## src/inc/nbc_pkg.sv

```systemverilog
// nbc_pkg: shared constants and carriers for the nand bus cycle host
package nbc_pkg;

  // ----------------------------------------
  // bus widths
  // ----------------------------------------
  localparam int DATA_W = 16;
  localparam int COL_W = 12;
  localparam int ROW_W = 17;

  // ----------------------------------------
  // address layout, byte-wide
  // ----------------------------------------
  localparam int X8_COL_HI_W = 4;
  localparam int X8_PLANE_BIT = 18;
  localparam int X8_ROW_LSB = 12;

  // ----------------------------------------
  // address layout, word-wide
  // ----------------------------------------
  localparam int X16_COL_HI_W = 3;
  localparam int X16_PLANE_BIT = 17;
  localparam int X16_ROW_LSB = 11;

  // ----------------------------------------
  // page geometry
  // ----------------------------------------
  localparam int PAGE_MAIN_BYTES = 2048;
  localparam int PAGE_SPARE_BYTES = 128;
  localparam int PAGE_MAIN_WORDS = 1024;
  localparam int PAGE_SPARE_WORDS = 64;
  localparam int PAGES_PER_BLOCK = 64;
  localparam int PAGE_SEL_W = 6;
  localparam int ADDR_CYCLES = 5;

  // ----------------------------------------
  // strobe timing, 40 MHz clock
  // ----------------------------------------
  localparam int CLK_PERIOD_NS = 25;
  localparam int STROBE_LOW_NS = 25;
  localparam int STROBE_HIGH_NS = 25;
  localparam int OUTPUT_ACCESS_DELAY_NS = 25;
  localparam int STROBE_LOW_CYC = (STROBE_LOW_NS + CLK_PERIOD_NS - 1) / CLK_PERIOD_NS;
  localparam int STROBE_HIGH_CYC = (STROBE_HIGH_NS + CLK_PERIOD_NS - 1) / CLK_PERIOD_NS;
  localparam int OUTPUT_ACCESS_DELAY_CYC = (OUTPUT_ACCESS_DELAY_NS + CLK_PERIOD_NS - 1) / CLK_PERIOD_NS;
  localparam int TIMER_W = 4;

  // ----------------------------------------
  // request kinds
  // ----------------------------------------
  typedef enum logic [2:0]
  {
    NBC_OP_CMD,
    NBC_OP_ADDR,
    NBC_OP_DIN,
    NBC_OP_DOUT,
    NBC_OP_IDLE
  } nbc_op_t;

  typedef struct packed
  {
    nbc_op_t op;
    logic wide;
    logic [DATA_W-1:0] data;
    logic [COL_W-1:0] col;
    logic [ROW_W-1:0] row;
  } nbc_req_t;

  typedef struct packed
  {
    logic cle;
    logic ale;
    logic ce_n;
    logic we_n;
    logic re_n;
    logic wp_n;
  } nbc_pins_t;

endpackage : nbc_pkg

```

## src/nbc_addr_fmt.sv

```systemverilog
// nbc_addr_fmt: builds one address cycle word from column and row
`timescale 1ns/1ps
module nbc_addr_fmt
(
  // selection
  input wire logic wide,
  input wire logic [2:0] cycle_idx,
  // address
  input wire logic [nbc_pkg::COL_W-1:0] col,
  input wire logic [nbc_pkg::ROW_W-1:0] row,
  // result
  output logic [nbc_pkg::DATA_W-1:0] word
);

  // ----------------------------------------
  // cycle mux
  // ----------------------------------------
  // row is the row part only: row[0] is A12 (x8) or A11 (x16)
  always_comb
  begin
    word = 16'h0000;
    unique case (cycle_idx)
      3'h0: word[7:0] = col[7:0];
      3'h1:
      begin
        if (wide)
          word[2:0] = col[10:8];
        else
          word[3:0] = col[11:8];
      end
      3'h2: word[7:0] = row[7:0];
      3'h3: word[7:0] = row[15:8];
      3'h4: word[0] = row[16];
      default: word = 16'h0000;
    endcase
  end

endmodule : nbc_addr_fmt

```

## src/nbc_host.sv

```systemverilog
// nbc_host: controller side of the multiplexed nand command/address/data bus
//
// How it works
// - ready/busy open-drain, high only when released
// - x8 column: cycle one low, cycle two nibble
// - x8 row: three cycles, fifth holds one bit
// - x16 column: cycle two holds three bits
// - x16 row: three cycles, fifth holds one bit
// - unused address bits and upper byte low
// - read: latches low, input strobe high
`timescale 1ns/1ps
module nbc_host
#(
  parameter int LOW_CYC = nbc_pkg::STROBE_LOW_CYC,
  parameter int HIGH_CYC = nbc_pkg::STROBE_HIGH_CYC,
  parameter int ACCESS_CYC = nbc_pkg::OUTPUT_ACCESS_DELAY_CYC
)
(
  // clock and reset
  input wire logic clk,
  input wire logic sys_rst,
  // user request
  input wire logic req_valid,
  input wire nbc_pkg::nbc_req_t req,
  input wire logic wp_allow,
  output logic req_ready,
  // user answer
  output logic rsp_valid,
  output logic [nbc_pkg::DATA_W-1:0] rsp_data,
  output logic dev_ready,
  output logic [nbc_pkg::COL_W-1:0] col_ptr,
  // device pins
  output nbc_pkg::nbc_pins_t pins,
  input wire logic [nbc_pkg::DATA_W-1:0] io_in,
  output logic [nbc_pkg::DATA_W-1:0] io_out,
  output logic io_oe,
  input wire logic ready_busy_n
);

  typedef enum
  {
    ST_IDLE,
    ST_SETUP,
    ST_LOW,
    ST_HIGH
  } nbc_state_t;

  // ----------------------------------------
  // synchronisers
  // ----------------------------------------
  logic rb_meta_ff;
  logic rb_sync_ff;
  logic [nbc_pkg::DATA_W-1:0] io_meta_ff;
  logic [nbc_pkg::DATA_W-1:0] io_sync_ff;

  always_ff @(posedge clk)
  begin
    if (sys_rst)
    begin
      rb_meta_ff <= 1'b0;
      rb_sync_ff <= 1'b0;
    end
    else
    begin
      rb_meta_ff <= ready_busy_n;
      rb_sync_ff <= rb_meta_ff;
    end
  end

  always_ff @(posedge clk)
  begin
    if (sys_rst)
    begin
      io_meta_ff <= 16'h0000;
      io_sync_ff <= 16'h0000;
    end
    else
    begin
      io_meta_ff <= io_in;
      io_sync_ff <= io_meta_ff;
    end
  end

  // open-drain line, pull-up outside: high means released
  assign dev_ready = rb_sync_ff;

  // ----------------------------------------
  // sequencer state
  // ----------------------------------------
  nbc_state_t state_ff;
  nbc_state_t nxt_state;
  nbc_pkg::nbc_req_t cur_ff;
  logic [2:0] acyc_ff;
  logic [nbc_pkg::TIMER_W-1:0] tmr_ff;
  logic tmr_done;
  logic blocked;
  logic last_acyc;
  logic [nbc_pkg::DATA_W-1:0] addr_word;

  assign tmr_done = (tmr_ff == 4'h0);
  assign last_acyc = (acyc_ff == 3'(nbc_pkg::ADDR_CYCLES - 1));
  // program data refused while protected; commands still pass, device rejects them
  assign blocked = (req.op == nbc_pkg::NBC_OP_DIN) && !wp_allow;
  assign req_ready = (state_ff == ST_IDLE) && !blocked;

  nbc_addr_fmt u_fmt
  (
    .wide(cur_ff.wide),
    .cycle_idx(acyc_ff),
    .col(cur_ff.col),
    .row(cur_ff.row),
    .word(addr_word)
  );

  always_comb
  begin
    nxt_state = state_ff;
    unique case (state_ff)
      ST_IDLE: if (req_valid && req_ready && req.op != nbc_pkg::NBC_OP_IDLE) nxt_state = ST_SETUP;
      ST_SETUP: nxt_state = ST_LOW;
      ST_LOW: if (tmr_done) nxt_state = ST_HIGH;
      ST_HIGH:
      begin
        if (tmr_done)
        begin
          if (cur_ff.op == nbc_pkg::NBC_OP_ADDR && !last_acyc)
            nxt_state = ST_SETUP;
          else
            nxt_state = ST_IDLE;
        end
      end
    endcase
  end

  always_ff @(posedge clk)
  begin
    if (sys_rst)
      state_ff <= ST_IDLE;
    else
      state_ff <= nxt_state;
  end

  always_ff @(posedge clk)
  begin
    if (sys_rst)
      cur_ff <= '0;
    else if (state_ff == ST_IDLE && nxt_state == ST_SETUP)
      cur_ff <= req;
  end

  // five cycles always sent; device drops what it does not need
  always_ff @(posedge clk)
  begin
    if (sys_rst)
      acyc_ff <= 3'h0;
    else if (state_ff == ST_IDLE)
      acyc_ff <= 3'h0;
    else if (state_ff == ST_HIGH && tmr_done)
      acyc_ff <= acyc_ff + 3'h1;
  end

  always_ff @(posedge clk)
  begin
    if (sys_rst)
      tmr_ff <= 4'h0;
    // read strobe stays low until the word has crossed both io_in sync stages
    else if (state_ff == ST_SETUP)
      tmr_ff <= (cur_ff.op == nbc_pkg::NBC_OP_DOUT) ? 4'(ACCESS_CYC + 1) : 4'(LOW_CYC - 1);
    else if (state_ff == ST_LOW && tmr_done)
      tmr_ff <= 4'(HIGH_CYC - 1);
    else if (!tmr_done)
      tmr_ff <= tmr_ff - 4'h1;
  end

  // ----------------------------------------
  // pin drive
  // ----------------------------------------
  logic active;
  logic is_dout;
  nbc_pkg::nbc_op_t launch_op;

  assign active = (state_ff != ST_IDLE);
  assign is_dout = (cur_ff.op == nbc_pkg::NBC_OP_DOUT);
  // cur_ff still holds the previous op on the accept edge, so latches follow req there
  assign launch_op = (state_ff == ST_IDLE) ? req.op : cur_ff.op;

  always_ff @(posedge clk)
  begin
    if (sys_rst)
      pins <= '{cle: 1'b0, ale: 1'b0, ce_n: 1'b1, we_n: 1'b1, re_n: 1'b1, wp_n: 1'b0};
    else
    begin
      pins.ce_n <= !(active || nxt_state != ST_IDLE);
      pins.cle <= (nxt_state != ST_IDLE) && (launch_op == nbc_pkg::NBC_OP_CMD);
      pins.ale <= (nxt_state != ST_IDLE) && (launch_op == nbc_pkg::NBC_OP_ADDR);
      pins.we_n <= !(nxt_state == ST_LOW && !is_dout);
      pins.re_n <= !(nxt_state == ST_LOW && is_dout);
      pins.wp_n <= wp_allow;
    end
  end

  // data loaded on the edge that ends setup, with the falling strobe, and held through the rising strobe edge
  always_ff @(posedge clk)
  begin
    if (sys_rst)
    begin
      io_out <= 16'h0000;
      io_oe <= 1'b0;
    end
    else
    begin
      io_oe <= active && !is_dout;
      if (state_ff == ST_SETUP)
        io_out <= (cur_ff.op == nbc_pkg::NBC_OP_ADDR) ? addr_word
                  : (cur_ff.wide ? cur_ff.data : {8'h00, cur_ff.data[7:0]});
    end
  end

  // ----------------------------------------
  // read capture and column shadow
  // ----------------------------------------
  always_ff @(posedge clk)
  begin
    if (sys_rst)
    begin
      rsp_valid <= 1'b0;
      rsp_data <= 16'h0000;
    end
    else
    begin
      rsp_valid <= 1'b0;
      if (is_dout && state_ff == ST_LOW && tmr_done)
      begin
        rsp_valid <= 1'b1;
        rsp_data <= cur_ff.wide ? io_sync_ff : {8'h00, io_sync_ff[7:0]};
      end
    end
  end

  // shadow of the device column: loaded by address, bumped per data word
  always_ff @(posedge clk)
  begin
    if (sys_rst)
      col_ptr <= 12'h000;
    else if (state_ff == ST_IDLE && nxt_state == ST_SETUP && req.op == nbc_pkg::NBC_OP_ADDR)
      col_ptr <= req.col;
    else if (state_ff == ST_HIGH && tmr_done && (is_dout || cur_ff.op == nbc_pkg::NBC_OP_DIN))
      col_ptr <= col_ptr + 12'h001;
  end

  // plane bit (A18 x8 / A17 x16) and page bits are row[6] and row[5:0] of the row field
  // so the caller places them; nothing here reorders them

endmodule : nbc_host

```

## config.mk

```make
export PLATFORM = sky130hd
export DESIGN_NAME = nbc_host
export DESIGN_NICKNAME = d
export VERILOG_FILES = /design/src/inc/nbc_pkg.sv /design/src/nbc_addr_fmt.sv /design/src/nbc_host.sv
export SDC_FILE = /design/constraint.sdc
export NUM_CORES = 1
export LEC_CHECK = 0
export CAP_MARGIN = 20
export CORE_ASPECT_RATIO = 0.75
export CORE_MARGIN = 1.5
export CORE_UTILIZATION = 55
export DETAILED_ROUTE_END_ITERATION = 8
export DONT_BUFFER_PORTS = 1
export PLACE_DENSITY_LB_ADDON = 0.25
export RECOVER_POWER = 25
export REMOVE_ABC_BUFFERS = 1
export SYNTH_ARGS = -nofsm -noshare
export SYNTH_HDL_FRONTEND = slang
export SYNTH_SLANG_ARGS = --single-unit
```

## constraint.sdc

```tcl
create_clock -name clk -period 1.8 [get_ports clk]
set_input_delay 0.18 -clock clk [delete_from_list [all_inputs] [get_ports clk]]
set_output_delay 0.18 -clock clk [all_outputs]
set_load 0.02 [all_outputs]
```

## Word level (Yosys, flattened, before mapping)

Index checks and enable logic that the tools add are counted.
W data, S select, Z words.

| word-level totals | value |
|---|---|
| bits in registers | 174 |
| bits of input ports | 70 |

| operators by class | value |
|---|---|
| add/subtract/negate cells | 3 |
| eq/ne operators | 20 |
| muxes and demuxes | 20 |
| reductions and logical operators | 35 |

Operators with widths:

| cell | number |
|---|---|
| $eq A32 B2 Y1 const B | 4 |
| $pmux W32 S4 | 1 |
| $eq A32 B3 Y1 const B | 3 |
| $mux W32 | 3 |
| $logic_not A32 Y1 | 2 |
| $reduce_bool A32 Y1 | 2 |
| $mux W16 | 3 |
| $eq A32 B1 Y1 const B | 1 |
| $mux W12 | 2 |
| $logic_and A1 B1 Y1 | 17 |
| $eq A3 B2 Y1 const B | 5 |
| $add A12 B1 Y12 const B | 1 |
| $eq A3 B1 Y1 const B | 4 |
| $mux W4 | 3 |
| $pmux W3 S4 | 1 |
| $pmux W4 S3 | 1 |
| $logic_not A1 Y1 | 7 |
| $logic_not A3 Y1 | 2 |
| $pmux W1 S5 | 1 |
| $logic_not A4 Y1 | 1 |
| $sub A4 B1 Y4 const B | 1 |
| $add A3 B1 Y3 const B | 1 |
| $eq A3 B3 Y1 const B | 1 |
| $mux W1 | 3 |
| 7 further kinds | 8 |

## Depth between registers and ports, before layout

Gate-level depths: netlist of the first run.

| depth | value |
|---|---|
| word-level depth | 12 |
| depth in mapped cells | 8 |
| gate-level depth less buffers | 7 |

## Modules after synthesis

Synthesis of the first run repeated with hierarchy kept, for this count alone.

| unflattened totals | value |
|---|---|
| cells, all modules | 742 |
| area total of the unflattened synthesis | 7206.9 um2 |

Modules (own cells, without submodules):

| module | times used | cells each | area each (um2) |
|---|---|---|---|
| nbc_host | 1 | 698 | 6861.6 |
| nbc_addr_fmt | 1 | 44 | 345.3 |

## Least setup slack after synthesis of the first run

OpenSTA, ideal clock, no wires.

| path | value |
|---|---|
| path kind | register -> output |
| from | reg state_ff[26] |
| to | out req_ready |
| data arrival time | 1747 ps |
| setup slack | -127 ps |
| stages on the path, launching flop included | 6 |
| path through | dfxtp_1 -> nor4_4 -> nand4_4 -> or2_0 -> nor3_1 -> o41a_1 |

| between the ends | value |
|---|---|
| cells in the longest elaborated chain, start to end | 2 |

Ends and longest elaborated chain:

| what | line | text |
|---|---|---|
| from (decl) | nbc_host.sv:90 | `nbc_state_t state_ff;` |
| from (signal assigned) | nbc_host.sv:140 | `state_ff <= nxt_state;` |
| $logic_not A32 Y1 | nbc_host.sv:104 | `assign req_ready = (state_ff == ST_IDLE) && !blocked;` |
| $logic_and A1 B1 Y1 | nbc_host.sv:104 |  |
| to (decl) | nbc_host.sv:26 | `output logic req_ready,` |

No other way between the ends.

## Final worst setup path of the first run

| path | value |
|---|---|
| from | reg state_ff[25] |
| to | reg cur_ff[44] in the netlist's numbering |

| between the ends | value |
|---|---|
| cells in the longest elaborated chain, start to end | 8 |
| elaborated cells on any way between the ends | 14 |
| those cells by class | 4 x eq/ne; 4 x mux; 6 x reduce/logical |

Ends and longest elaborated chain:

| what | line | text |
|---|---|---|
| $logic_not A32 Y1 | nbc_host.sv:104, nbc_host.sv:147 |  |
| $logic_and A1 B1 Y1 | nbc_host.sv:104 |  |
| $logic_and A1 B1 Y1 (2 in series) | nbc_host.sv:119 | `ST_IDLE: if (req_valid && req_ready && req.op != nbc_pkg::NBC_OP_IDLE) nxt_state = ST_SETUP;` |
| $mux W32 | nbc_host.sv:119 |  |
| $pmux W32 S4 | nbc_host.sv:118 | `unique case (state_ff)` |
| $eq A32 B2 Y1 | nbc_host.sv:147 | `else if (state_ff == ST_IDLE && nxt_state == ST_SETUP)` |
| $logic_and A1 B1 Y1 * | nbc_host.sv:147 |  |
| to (signal assigned) | nbc_host.sv:148 | `cur_ff <= req;` |
| to (decl) | nbc_host.sv:92 | `nbc_pkg::nbc_req_t cur_ff;` |

Mark *: on every way between the ends. The rest lies on a longest branch, timed or not.
A chain may end at the register's enable or synchronous reset.

==> flow_metrics.tcl, run 1 <==
set metrics [dict create \
    outcome "finished with violations" \
    violations "negative hold slack, negative setup slack" \
    vias 6233 \
    final.period_utilization_pct 123.4 \
    synth.most_common_cell "dfxtp_1" \
    cts_tree "yes" \
    fin_setup_tns_ns -31.85 \
    dpl-instance-area_um2 7167 \
    clk_pin_slew_ns 0.07 \
    cp_num_buf_inv 4 \
    holdCritStartpoint "sys_rst" \
    htree_levels 4 \
    grtUsageTotal_pct 29.62 \
    yosysSeqAreaShare_pct 51.82 \
    ys_ff_latch 174 \
    cp_data_arrival_time_ns 2.52 \
    grt-ovfl-total 0 \
    drtIter0Drc 699 \
    vdd_drop_max_mv 0.7174 \
    synthArstFlopShare_pct 0 \
    synth_common_cells "dfxtp_1 (174), nor2_1 (79), nor2b_1 (68)" \
    numPortBuffers 0 \
    stdcell_area_um2 9622 \
    r2r_setup_slack_ns -0.42 \
    cts_root_buf "clkbuf_16" \
    post-dp-hpwl_um 10150 \
    crit_type "flip-flop to flip-flop" \
    startpoint_type "flip-flop" \
    antenna_found_initial 0 \
    place_ws_ns -0.2050 \
    holdPathEnd "cur_ff[5]" \
    whs_ns -0.1715 \
    coreArea_um2 11740 \
    cts_hold_buf 66 \
    cts-buffers-inserted 17 \
    dieArea_um2 12900 \
    syn-cell-area_um2 6721 \
    die_w_um 130.7 \
    viasPerCell 6.328 \
    path_cells "nor4_4, nand4_4, buf_4, nor4_4, buf_6, buf_4, buf_12, mux2i_1, nor2_1" \
    crit_family "simple AND/OR/NAND/NOR gates" \
    slowest_delay_ns 0.38 \
    setup_viol 107 \
    worstMarginPinSlew_ns 0.8030 \
    syn_inst 677 \
    grt_pass1_wl_um 29570 \
    drv_cap 0 \
    required_ns 2.10 \
    slew_viol_final 0 \
    crit_path_top_delay_cell "nor4_4" \
    rows 34 \
    clk_latency_ns 0.42 \
    finalWeightedCongestion 0.8276 \
    synth_top_area_share_pct 51.82 \
    fin_nets 888 \
    synth_cell_types 54 \
    n_antenna_cell 0 \
    max_slew_margin_pct 46.40 \
    min_path_cells 1 \
    die_h_um 98.74 \
    power_density_nw_per_um2 1177 \
    max_freq_ghz 0.4501 \
    fin_ws_ns -0.4218 \
    drc_errors 0 \
    r2r_start "state_ff[25]" \
    cts_sinks 174 \
    cp_max_fo 9 \
    routed_wl_um 23040 \
    power.leakage_nw 3.803 \
    clk_path_buf_depth 2 \
    postRouteAntennaNets 0 \
    final-hold-violation-count 89 \
    synth_edf_count 0 \
    first_pass_iters 6 \
    io_pins 124 \
    grt_max_degree 175 \
    grt_pass1_vias 5673 \
    reg2regPathDepth 9 \
    rsz0062_at_grt "true" \
    drive_gt1_share_pct 28.80 \
    critPathCaptureType "flip-flop" \
    yosysWarnings 0 \
    synth_area_leaders "dfxtp_1 (52%), mux2i_1 (8.6%), nor2b_1 (6.3%)" \
    nFillCells 595 \
    fin_crit_ns 2.222 \
    timing.rr.end "cur_ff[44]" \
    areaGrowthSynthToFinish_pct 43.15 \
    wl_per_cell_um 23.39 \
    hold_class "primary input to flip-flop" \
    yosys.area.top_type "dfxtp_1" \
    start_util_pct 57.25 \
    fin_skew_ns 0.009544 \
    avgSynthCellArea_um2 9.928 \
    synthFlopType "dfxtp_1" \
]
==> what timing repair did <==
item,in CTS,in global routing
endpoints found under the hold margin,172,106
gates cloned,8,4
endpoints found under the setup margin,101,108
setup buffers,16,15
pin swaps,11,63
gates resized for setup,36,139
==> power breakdown <==
group / switching, mW / leakage, nW / internal [mW]
Sequential: 0.377 / 1.42 / 4.17
Clock: 1.69 / 0.294 / 2.13
Combinational: 1.45 / 2.09 / 1.50
==> placed cells by master, fill, tap and decap left out, drive strengths merged, types with 3 or more instances in the layout <==
cell type,count
a211oi,15
a21oi,42
a221oi,5
a22oi,12
and3,3
buf,86
clkbuf,24
clkinv,4
dfxtp,174
dlygate4sd3,66
ha,8
inv,23
mux2i,58
nand2,16
nand3,26
nand3b,3
nand4,5
nor2,80
nor2b,68
nor3,15
nor4,9
o21a,3
o21ai,29
o22ai,11
o32ai,3
or3,3
==> final cells by class <==
cell class / count / area [um^2] / area share (%)
well taps: 162 / 202.7 / 2.107
clock inverters: 12 / 152.6 / 1.586
repair buffers: 158 / 1757 / 18.26
inverters: 17 / 63.81 / 0.6632
clock buffers: 20 / 446.7 / 4.642
multi-input cells: 442 / 3507 / 36.45
flip-flops and latches: 174 / 3492 / 36.29
==> cell families after synthesis <==
| family | after synthesis | synth area share [%] |
|---|---|---|
| buf+inv | 61 | 4.114 |
| simple gates | 241 | 21.20 |
| mux | 59 | 8.805 |
| fa+ha+maj | 8 | 1.489 |
| flops | 174 | 51.82 |
| compound gates | 134 | 12.57 |
==> worst max-delay path by stage <==
stage	slack, ns	end	cells after the start	from
finish	-0.42	cur_ff[44]	9	state_ff[25]
global route	-0.58	col_ptr[11]	9	state_ff[4]
floorplan	-1.88	cur_ff[0]	5	state_ff[26]
detailed placement	-0.21	cur_ff[33]	6	state_ff[4]
global placement	-0.12	req_ready	5	state_ff[18]
CTS	-0.37	req_ready	5	state_ff[7]
==> registers in the layout, summed over array words and instances, names as in the netlist <==
signal      flops
cur_ff         49
state_ff       32
io_meta_ff     16
io_out         16
io_sync_ff     16
rsp_data       16
col_ptr        12
pins            6
tmr_ff          4
acyc_ff         3
dev_ready       1
io_oe           1
rb_meta_ff      1
rsp_valid       1
==> layer usage <==
metal  track usage (%)  part of all wire [%]
met5                 0                     0
met3             8.089                   9.7
met1             38.20                    39
met4             10.90                   4.8
met2             47.65                    47
==> stage by stage <==
stage / total power, mW / util (%) / std cells
2_1_floorplan: 5.629 / - / 633
3_5_place_dp: 6.172 / 61.04 / 849
5_1_grt: 11.64 / 81.95 / 985
3_3_place_gp: 6.099 / 61.04 / 849
6_report: 11.32 / 81.95 / 985
4_1_cts: 10.49 / 75.91 / 971
==> worst register-to-register path, cell delays in order, from the launching register on <==
cell	delay, ns
dfxtp_2	0.35
nor4_4	0.38
nand4_4	0.15
buf_4	0.17
nor4_4	0.26
buf_6	0.21
buf_4	0.15
buf_12	0.12
mux2i_1	0.25
nor2_1	0.07
No activity file was read; power rests on OpenSTA's default activity.
==> run 2: changes to the inputs <==
clock period = 2.3 ns   (was 1.8 ns; I/O delays follow)
==> run 2 against run 1 <==
The flow now finishes without violations. First-iteration DRC count fell by 31%. Count of clock-buffer cells in the layout fell by 1. Setup slack improved by 0.43 ns. Final area fell by 9.1%. Non-clock buffer count fell by 20. Largest cell class is now flip-flops and latches. Sequential cell count did not move. Sequential share of layout area rose by 3.6 points. Critical path type is now flip-flop to output pin. Combinational power fell by 52%. Global-route usage fell by 2.3 points. Critical endpoint is now req_ready. Core utilization fell by 7.5 points. Die area did not move.
==> flow_metrics.tcl, run 2 (synthesized netlist as in run 1, its figures left out) <==
set metrics [dict create \
    clk_latency_ns 0.42 \
    placed_cells 811 \
    io_pins 124 \
    grt_pass1_vias 5372 \
    antenna_found_initial 1 \
    slew_viol_final 0 \
    critPathCaptureType "output pin" \
    cts_sinks 174 \
    die_w_um 130.7 \
    clk_path_buf_depth 2 \
    max_freq_ghz 0.4372 \
    gr-usage-met2_pct 44.70 \
    fin_crit_ns 2.287 \
    whs_ns 0.009624 \
    mostFrequentLayoutCell "dfxtp_1" \
    grt_pass1_wl_um 27390 \
    hold_class "primary input to flip-flop" \
    layout_common_cells "dfxtp_1 (170), dlygate4sd3_1 (107), nor2_1 (79)" \
    crit_path_top_delay_cell "dfxtp_1" \
    dieArea_um2 12900 \
    power.leakage_nw 3.565 \
    first_pass_iters 8 \
    regArea_um2 3488 \
    cp_data_arrival_time_ns 2.06 \
    power_density_nw_per_um2 896.3 \
    vias 5469 \
    fin_nets 868 \
    cts-buffers-inserted 17 \
    grt-busiest-layer "met2" \
    grt-ovfl-total 0 \
    setup_viol 0 \
    postRouteAntennaNets 0 \
    crit_type "flip-flop to output pin" \
    final.period_utilization_pct 99.44 \
    use_met1_pct 34.81 \
    fin_skew_ns 0.01114 \
    drv_cap 0 \
    largest-register "cur_ff" \
    cp_max_fo 4 \
    start_util_pct 57.25 \
    grtUsageTotal_pct 27.32 \
    die_h_um 98.74 \
    reg_top3 "cur_ff x49, state_ff x32" \
    final-hold-violation-count 0 \
    wl_per_cell_um 17.99 \
    cts_root_buf "clkbuf_16" \
    final-instance-count-excl-fill 965 \
    outcome "finished clean" \
    slowest_delay_ns 0.33 \
    worstMarginPinSlew_ns 0.5057 \
    finalWeightedCongestion 0.8550 \
    nFillCells 820 \
    drive_gt1_share_pct 10.22 \
    numPortBuffers 0 \
    required_ns 2.07 \
    drtIter0Drc 481 \
    clk_pin_slew_ns 0.06 \
    max_slew_margin_pct 66.29 \
    grt_max_degree 111 \
    cts_tree "yes" \
    drc_errors 0 \
    vdd_drop_max_mv 0.5739 \
    viasPerCell 5.667 \
    startpoint_type "flip-flop" \
    coreArea_um2 11740 \
    areaGrowthSynthToFinish_pct 30.08 \
    use_met3_pct 7.492 \
    htree_levels 4 \
    routed_wl_um 17360 \
    largest_register_ffs 49 \
    rsz0062_at_grt "true" \
    rows 34 \
    path_cells "nor4_4, nand4_4, or2_4, nor3_2, buf_4, o41a_1" \
    multiInputGateArea_um2 2984 \
    post-dp-hpwl_um 9497 \
    fin_setup_tns_ns 0 \
]
## run 2: cell count changes in the layout (fill, tap and decap cells not counted), sizes merged
cell          previous run  this run
dlygate4sd3             66       107
clkbuf                  24        20
clkinvlp                 0         4
buf                     86        23
inv                     23        20
dlymetal6s4s             0         7
diode                    0         1
bufbuf                   2         0
clkinv                   4         3
## run 2: worst max-delay path, delay by kind of cell (launching register included)
| family | cells | cell delay [ns] |
|---|---|---|
| buffers and inverters | 1 | 0.15 |
| AO/OA/AOI/OAI | 1 | 0.28 |
| AND/OR/NAND/NOR | 4 | 0.87 |
| flip-flops | 1 | 0.33 |
## run 2: layer usage
layer	wire length [um]	vias up	part of all wire, %
li1	-	2603	-
met1	7484	2617	43
met4	379	0	2.2
met5	0	-	0
met3	1087	39	6.3
met2	8411	210	48
## run 2: final timing paths
path	start	end	slack, ns	cells past startpoint
setup / recovery	state_ff[13]	req_ready	0.01	6
hold / removal	req_valid	pins[3]	0.01	2
setup reg to reg	state_ff[13]	io_out[15]	0.06	7
hold reg to reg	io_sync_ff[12]	rsp_data[12]	0.46	2
## run 2: power by group
part	switching (mW)	total, mW	internal, mW
Sequential	0.294	3.56	3.27
Combinational	0.740	1.43	0.694
Clock	1.20	2.84	1.63
Total	2.24	7.84	5.60
## run 2: repair_timing
action | in CTS | in global routing
setup buffers | 2 | 4
resized for setup | 1 | 25
hold buffers | 115 | 0
pin swaps | 4 | 4
endpoints found under the setup margin | 1 | 31
cloned | 0 | 1
endpoints found under the hold margin | 172 | 0
## run 2: layout make-up
| type | count | share of cell area, % |
|---|---|---|
| diodes | 1 | 0.02862 |
| clock buffers | 19 | 5.066 |
| clock inverters | 12 | 1.574 |
| inverters | 17 | 0.7298 |
| multi-input cells | 442 | 34.13 |
| flip-flops and latches | 174 | 39.90 |
| well taps | 162 | 2.318 |
| repair buffers | 138 | 16.26 |
## run 2: metrics by stage
step	cell area [um^2]	util, %	setup slack (ns)	total power [mW]
floorplan	6509	-	-1.384	4.405
global placement	6857	58.40	0.2614	4.666
detailed placement	6857	58.40	0.1259	4.734
CTS	8621	73.42	0.004310	7.697
global route	8743	74.47	-0.07131	8.180
finish	8743	74.47	0.01285	7.837
==> run 3: changes to the inputs <==
CELL_PAD_IN_SITES_DETAIL_PLACEMENT = 2   (was default)
CELL_PAD_IN_SITES_GLOBAL_PLACEMENT = 2   (was default)
CORE_UTILIZATION = 39   (was 55)
==> run 3 against run 2 <==
The run now ends with negative setup slack left. Core utilization decreased by 22 points. Critical path depth increased by 2. Clock skew increased by 0.0066 ns. First-iteration DRC count decreased by 26%. Total power increased by 7.6%. Fmax decreased by 5.8%. Die area increased by 40%. Clock power increased by 10%. Worst hold slack improved by 0.040 ns. Setup slack got worse by 0.14 ns.
==> flow_metrics.tcl, run 3 (synthesized netlist as in run 1, its figures left out) <==
set metrics [dict create \
    outcome "finished with violations" \
    violations "negative setup slack" \
    antenna_found_initial 1 \
    drive_gt1_share_pct 11.32 \
    reg2regPathDepth 8 \
    drtIter0Drc 357 \
    placed_cells 863 \
    wl_per_cell_um 28.34 \
    crit_path_top_delay_cell "dfxtp_1" \
    path_cells "nor4_4, nand4_4, buf_4, nor4_4, buf_4, buf_12, mux2i_2, nor2_1" \
    viasPerCell 5.852 \
    largest_register_ffs 49 \
    io_pins 124 \
    clk_latency_ns 0.46 \
    grt_pass1_wl_um 39230 \
    reg_top3 "cur_ff x49, state_ff x32" \
    hold_class "primary input to flip-flop" \
    slew_viol_final 0 \
    cts_root_buf "clkbuf_16" \
    dieArea_um2 18040 \
    grt_max_degree 113 \
    post-dp-hpwl_um 12640 \
    r2r_start "state_ff[4]" \
    cp_num_buf_inv 3 \
    power_mw 8.433 \
    vdd_drop_max_mv 0.8238 \
    startpoint_type "flip-flop" \
    areaGrowthSynthToFinish_pct 30.90 \
    first_pass_iters 4 \
    fin_ws_ns -0.1285 \
    cts_tree "yes" \
    max_slew_margin_pct 61.55 \
    slowest_delay_ns 0.36 \
    rows 41 \
    clk_path_buf_depth 2 \
    required_ns 2.62 \
    max_freq_ghz 0.4118 \
    timing.rr.end "cur_ff[29]" \
    numPortBuffers 0 \
    crit_end "cur_ff[29]" \
    rsz0062_at_grt "true" \
    regArea_um2 3490 \
    final_core_util_pct 52.29 \
    largest-register "cur_ff" \
    power_density_nw_per_um2 958.5 \
    worstMarginPinSlew_ns 0.5767 \
    fin_setup_tns_ns -1.506 \
    coreArea_um2 16830 \
    min_path_cells 2 \
    drv_cap 0 \
    vias 5916 \
    final-instance-count-excl-fill 1011 \
    final-hold-violation-count 0 \
    stdcell_area_um2 8798 \
    grtUsageTotal_pct 29.19 \
    finalWeightedCongestion 0.7778 \
    setup_viol 32 \
    mostFrequentLayoutCell "dfxtp_1" \
    die_w_um 154.6 \
    dpl-instance-area_um2 6915 \
    cts_sinks 174 \
    r2r_setup_slack_ns -0.13 \
    grt-ovfl-total 0 \
    cp_max_fo 13 \
    routed_wl_um 28650 \
    start_util_pct 39.95 \
    crit_type "flip-flop to flip-flop" \
    drc_errors 0 \
    cp_data_arrival_time_ns 2.74 \
    critPathCaptureType "flip-flop" \
    cts-buffers-inserted 17 \
    final.period_utilization_pct 105.6 \
    nFillCells 1671 \
    crit_family "simple AND/OR/NAND/NOR gates" \
    cp.depth 8 \
    postRouteAntennaNets 0 \
    grt_pass1_vias 6477 \
    multiInputGateArea_um2 3033 \
    clk_pin_slew_ns 0.08 \
    setup.worst_path.start "state_ff[4]" \
    layout_common_cells "dfxtp_1 (169), dlygate4sd3_1 (109), nor2_1 (79)" \
    fin_crit_ns 2.428 \
    die_h_um 116.7 \
    fin_nets 860 \
    fin_skew_ns 0.01772 \
    power.leakage_nw 3.433 \
    htree_levels 4 \
]
-- run 3: cell count changes in the layout (fill, tap and decap cells not counted), moves of 2 or more --
| cell | previous run | this run |
|---|---|---|
| dlymetal6s4s_1 | 7 | 0 |
| buf_4 | 17 | 13 |
| mux2i_1 | 58 | 54 |
| clkinv_4 | 1 | 4 |
| mux2i_2 | 0 | 3 |
| clkinvlp_4 | 4 | 2 |
| dlygate4sd3_1 | 107 | 109 |
| ha_1 | 8 | 6 |
| ha_2 | 0 | 2 |
| inv_6 | 2 | 4 |
-- run 3: per-layer routing --
metal  track usage, %  vias up  routed length (um)
met5                0        -                   0
met4            11.92        0                1215
met3            6.976       84                1238
met2            52.97      225               14800
met1            33.48     3020               11400
li1                 -     2587                   -
-- run 3: where the power goes --
part	total (mW)	internal [mW]	switching [mW]
Sequential	3.62	3.27	0.353
Combinational	1.68	0.719	0.962
Clock	3.13	1.73	1.40
-- run 3: repair_timing --
action	4_1_cts	5_1_grt
cloned	0	2
endpoints found under the setup margin	1	72
buffers inserted	2	1
gates resized for setup	6	25
endpoints found under the hold margin	172	2
pin swaps	4	3
hold buffers	108	2
-- run 3: layout make-up --
type / instances / area share (%)
clock inverter: 15 / 2.105
multi-input combinational: 442 / 34.47
clock buffer: 17 / 4.835
tap: 215 / 3.057
antenna: 1 / 0.02844
timing repair buffer: 130 / 15.12
inverter: 17 / 0.7253
sequential: 174 / 39.66
-- run 3: worst reg2reg max path: stages, from the launching register on --
cell	delay, ns
dfxtp_1	0.36
nor4_4	0.36
nand4_4	0.14
buf_4	0.20
nor4_4	0.31
buf_4	0.26
buf_12	0.20
mux2i_2	0.36
nor2_1	0.12
-- run 3: stage by stage --
step                hold WS [ns]  setup slack [ns]
finish                   0.04935           -0.1285
floorplan                 0.2991            -1.384
CTS                    0.0007771         0.0008584
detailed placement        0.3204            0.1029
global placement          0.3139            0.2199
global route             0.04013           -0.2068
-- run 3: worst min-delay path by stage --
| stage | startpoint | endpoint | slack [ns] |
|---|---|---|---|
| 3_3_place_gp | sys_rst | cur_ff[6] | 0.31 |
| 6_report | req[30] | cur_ff[30] | 0.05 |
| 3_5_place_dp | sys_rst | cur_ff[22] | 0.32 |
| 5_1_grt | req[30] | cur_ff[30] | 0.04 |
| 4_1_cts | req[25] | cur_ff[25] | 0.0008 |
| 2_1_floorplan | sys_rst | acyc_ff[0] | 0.30 |
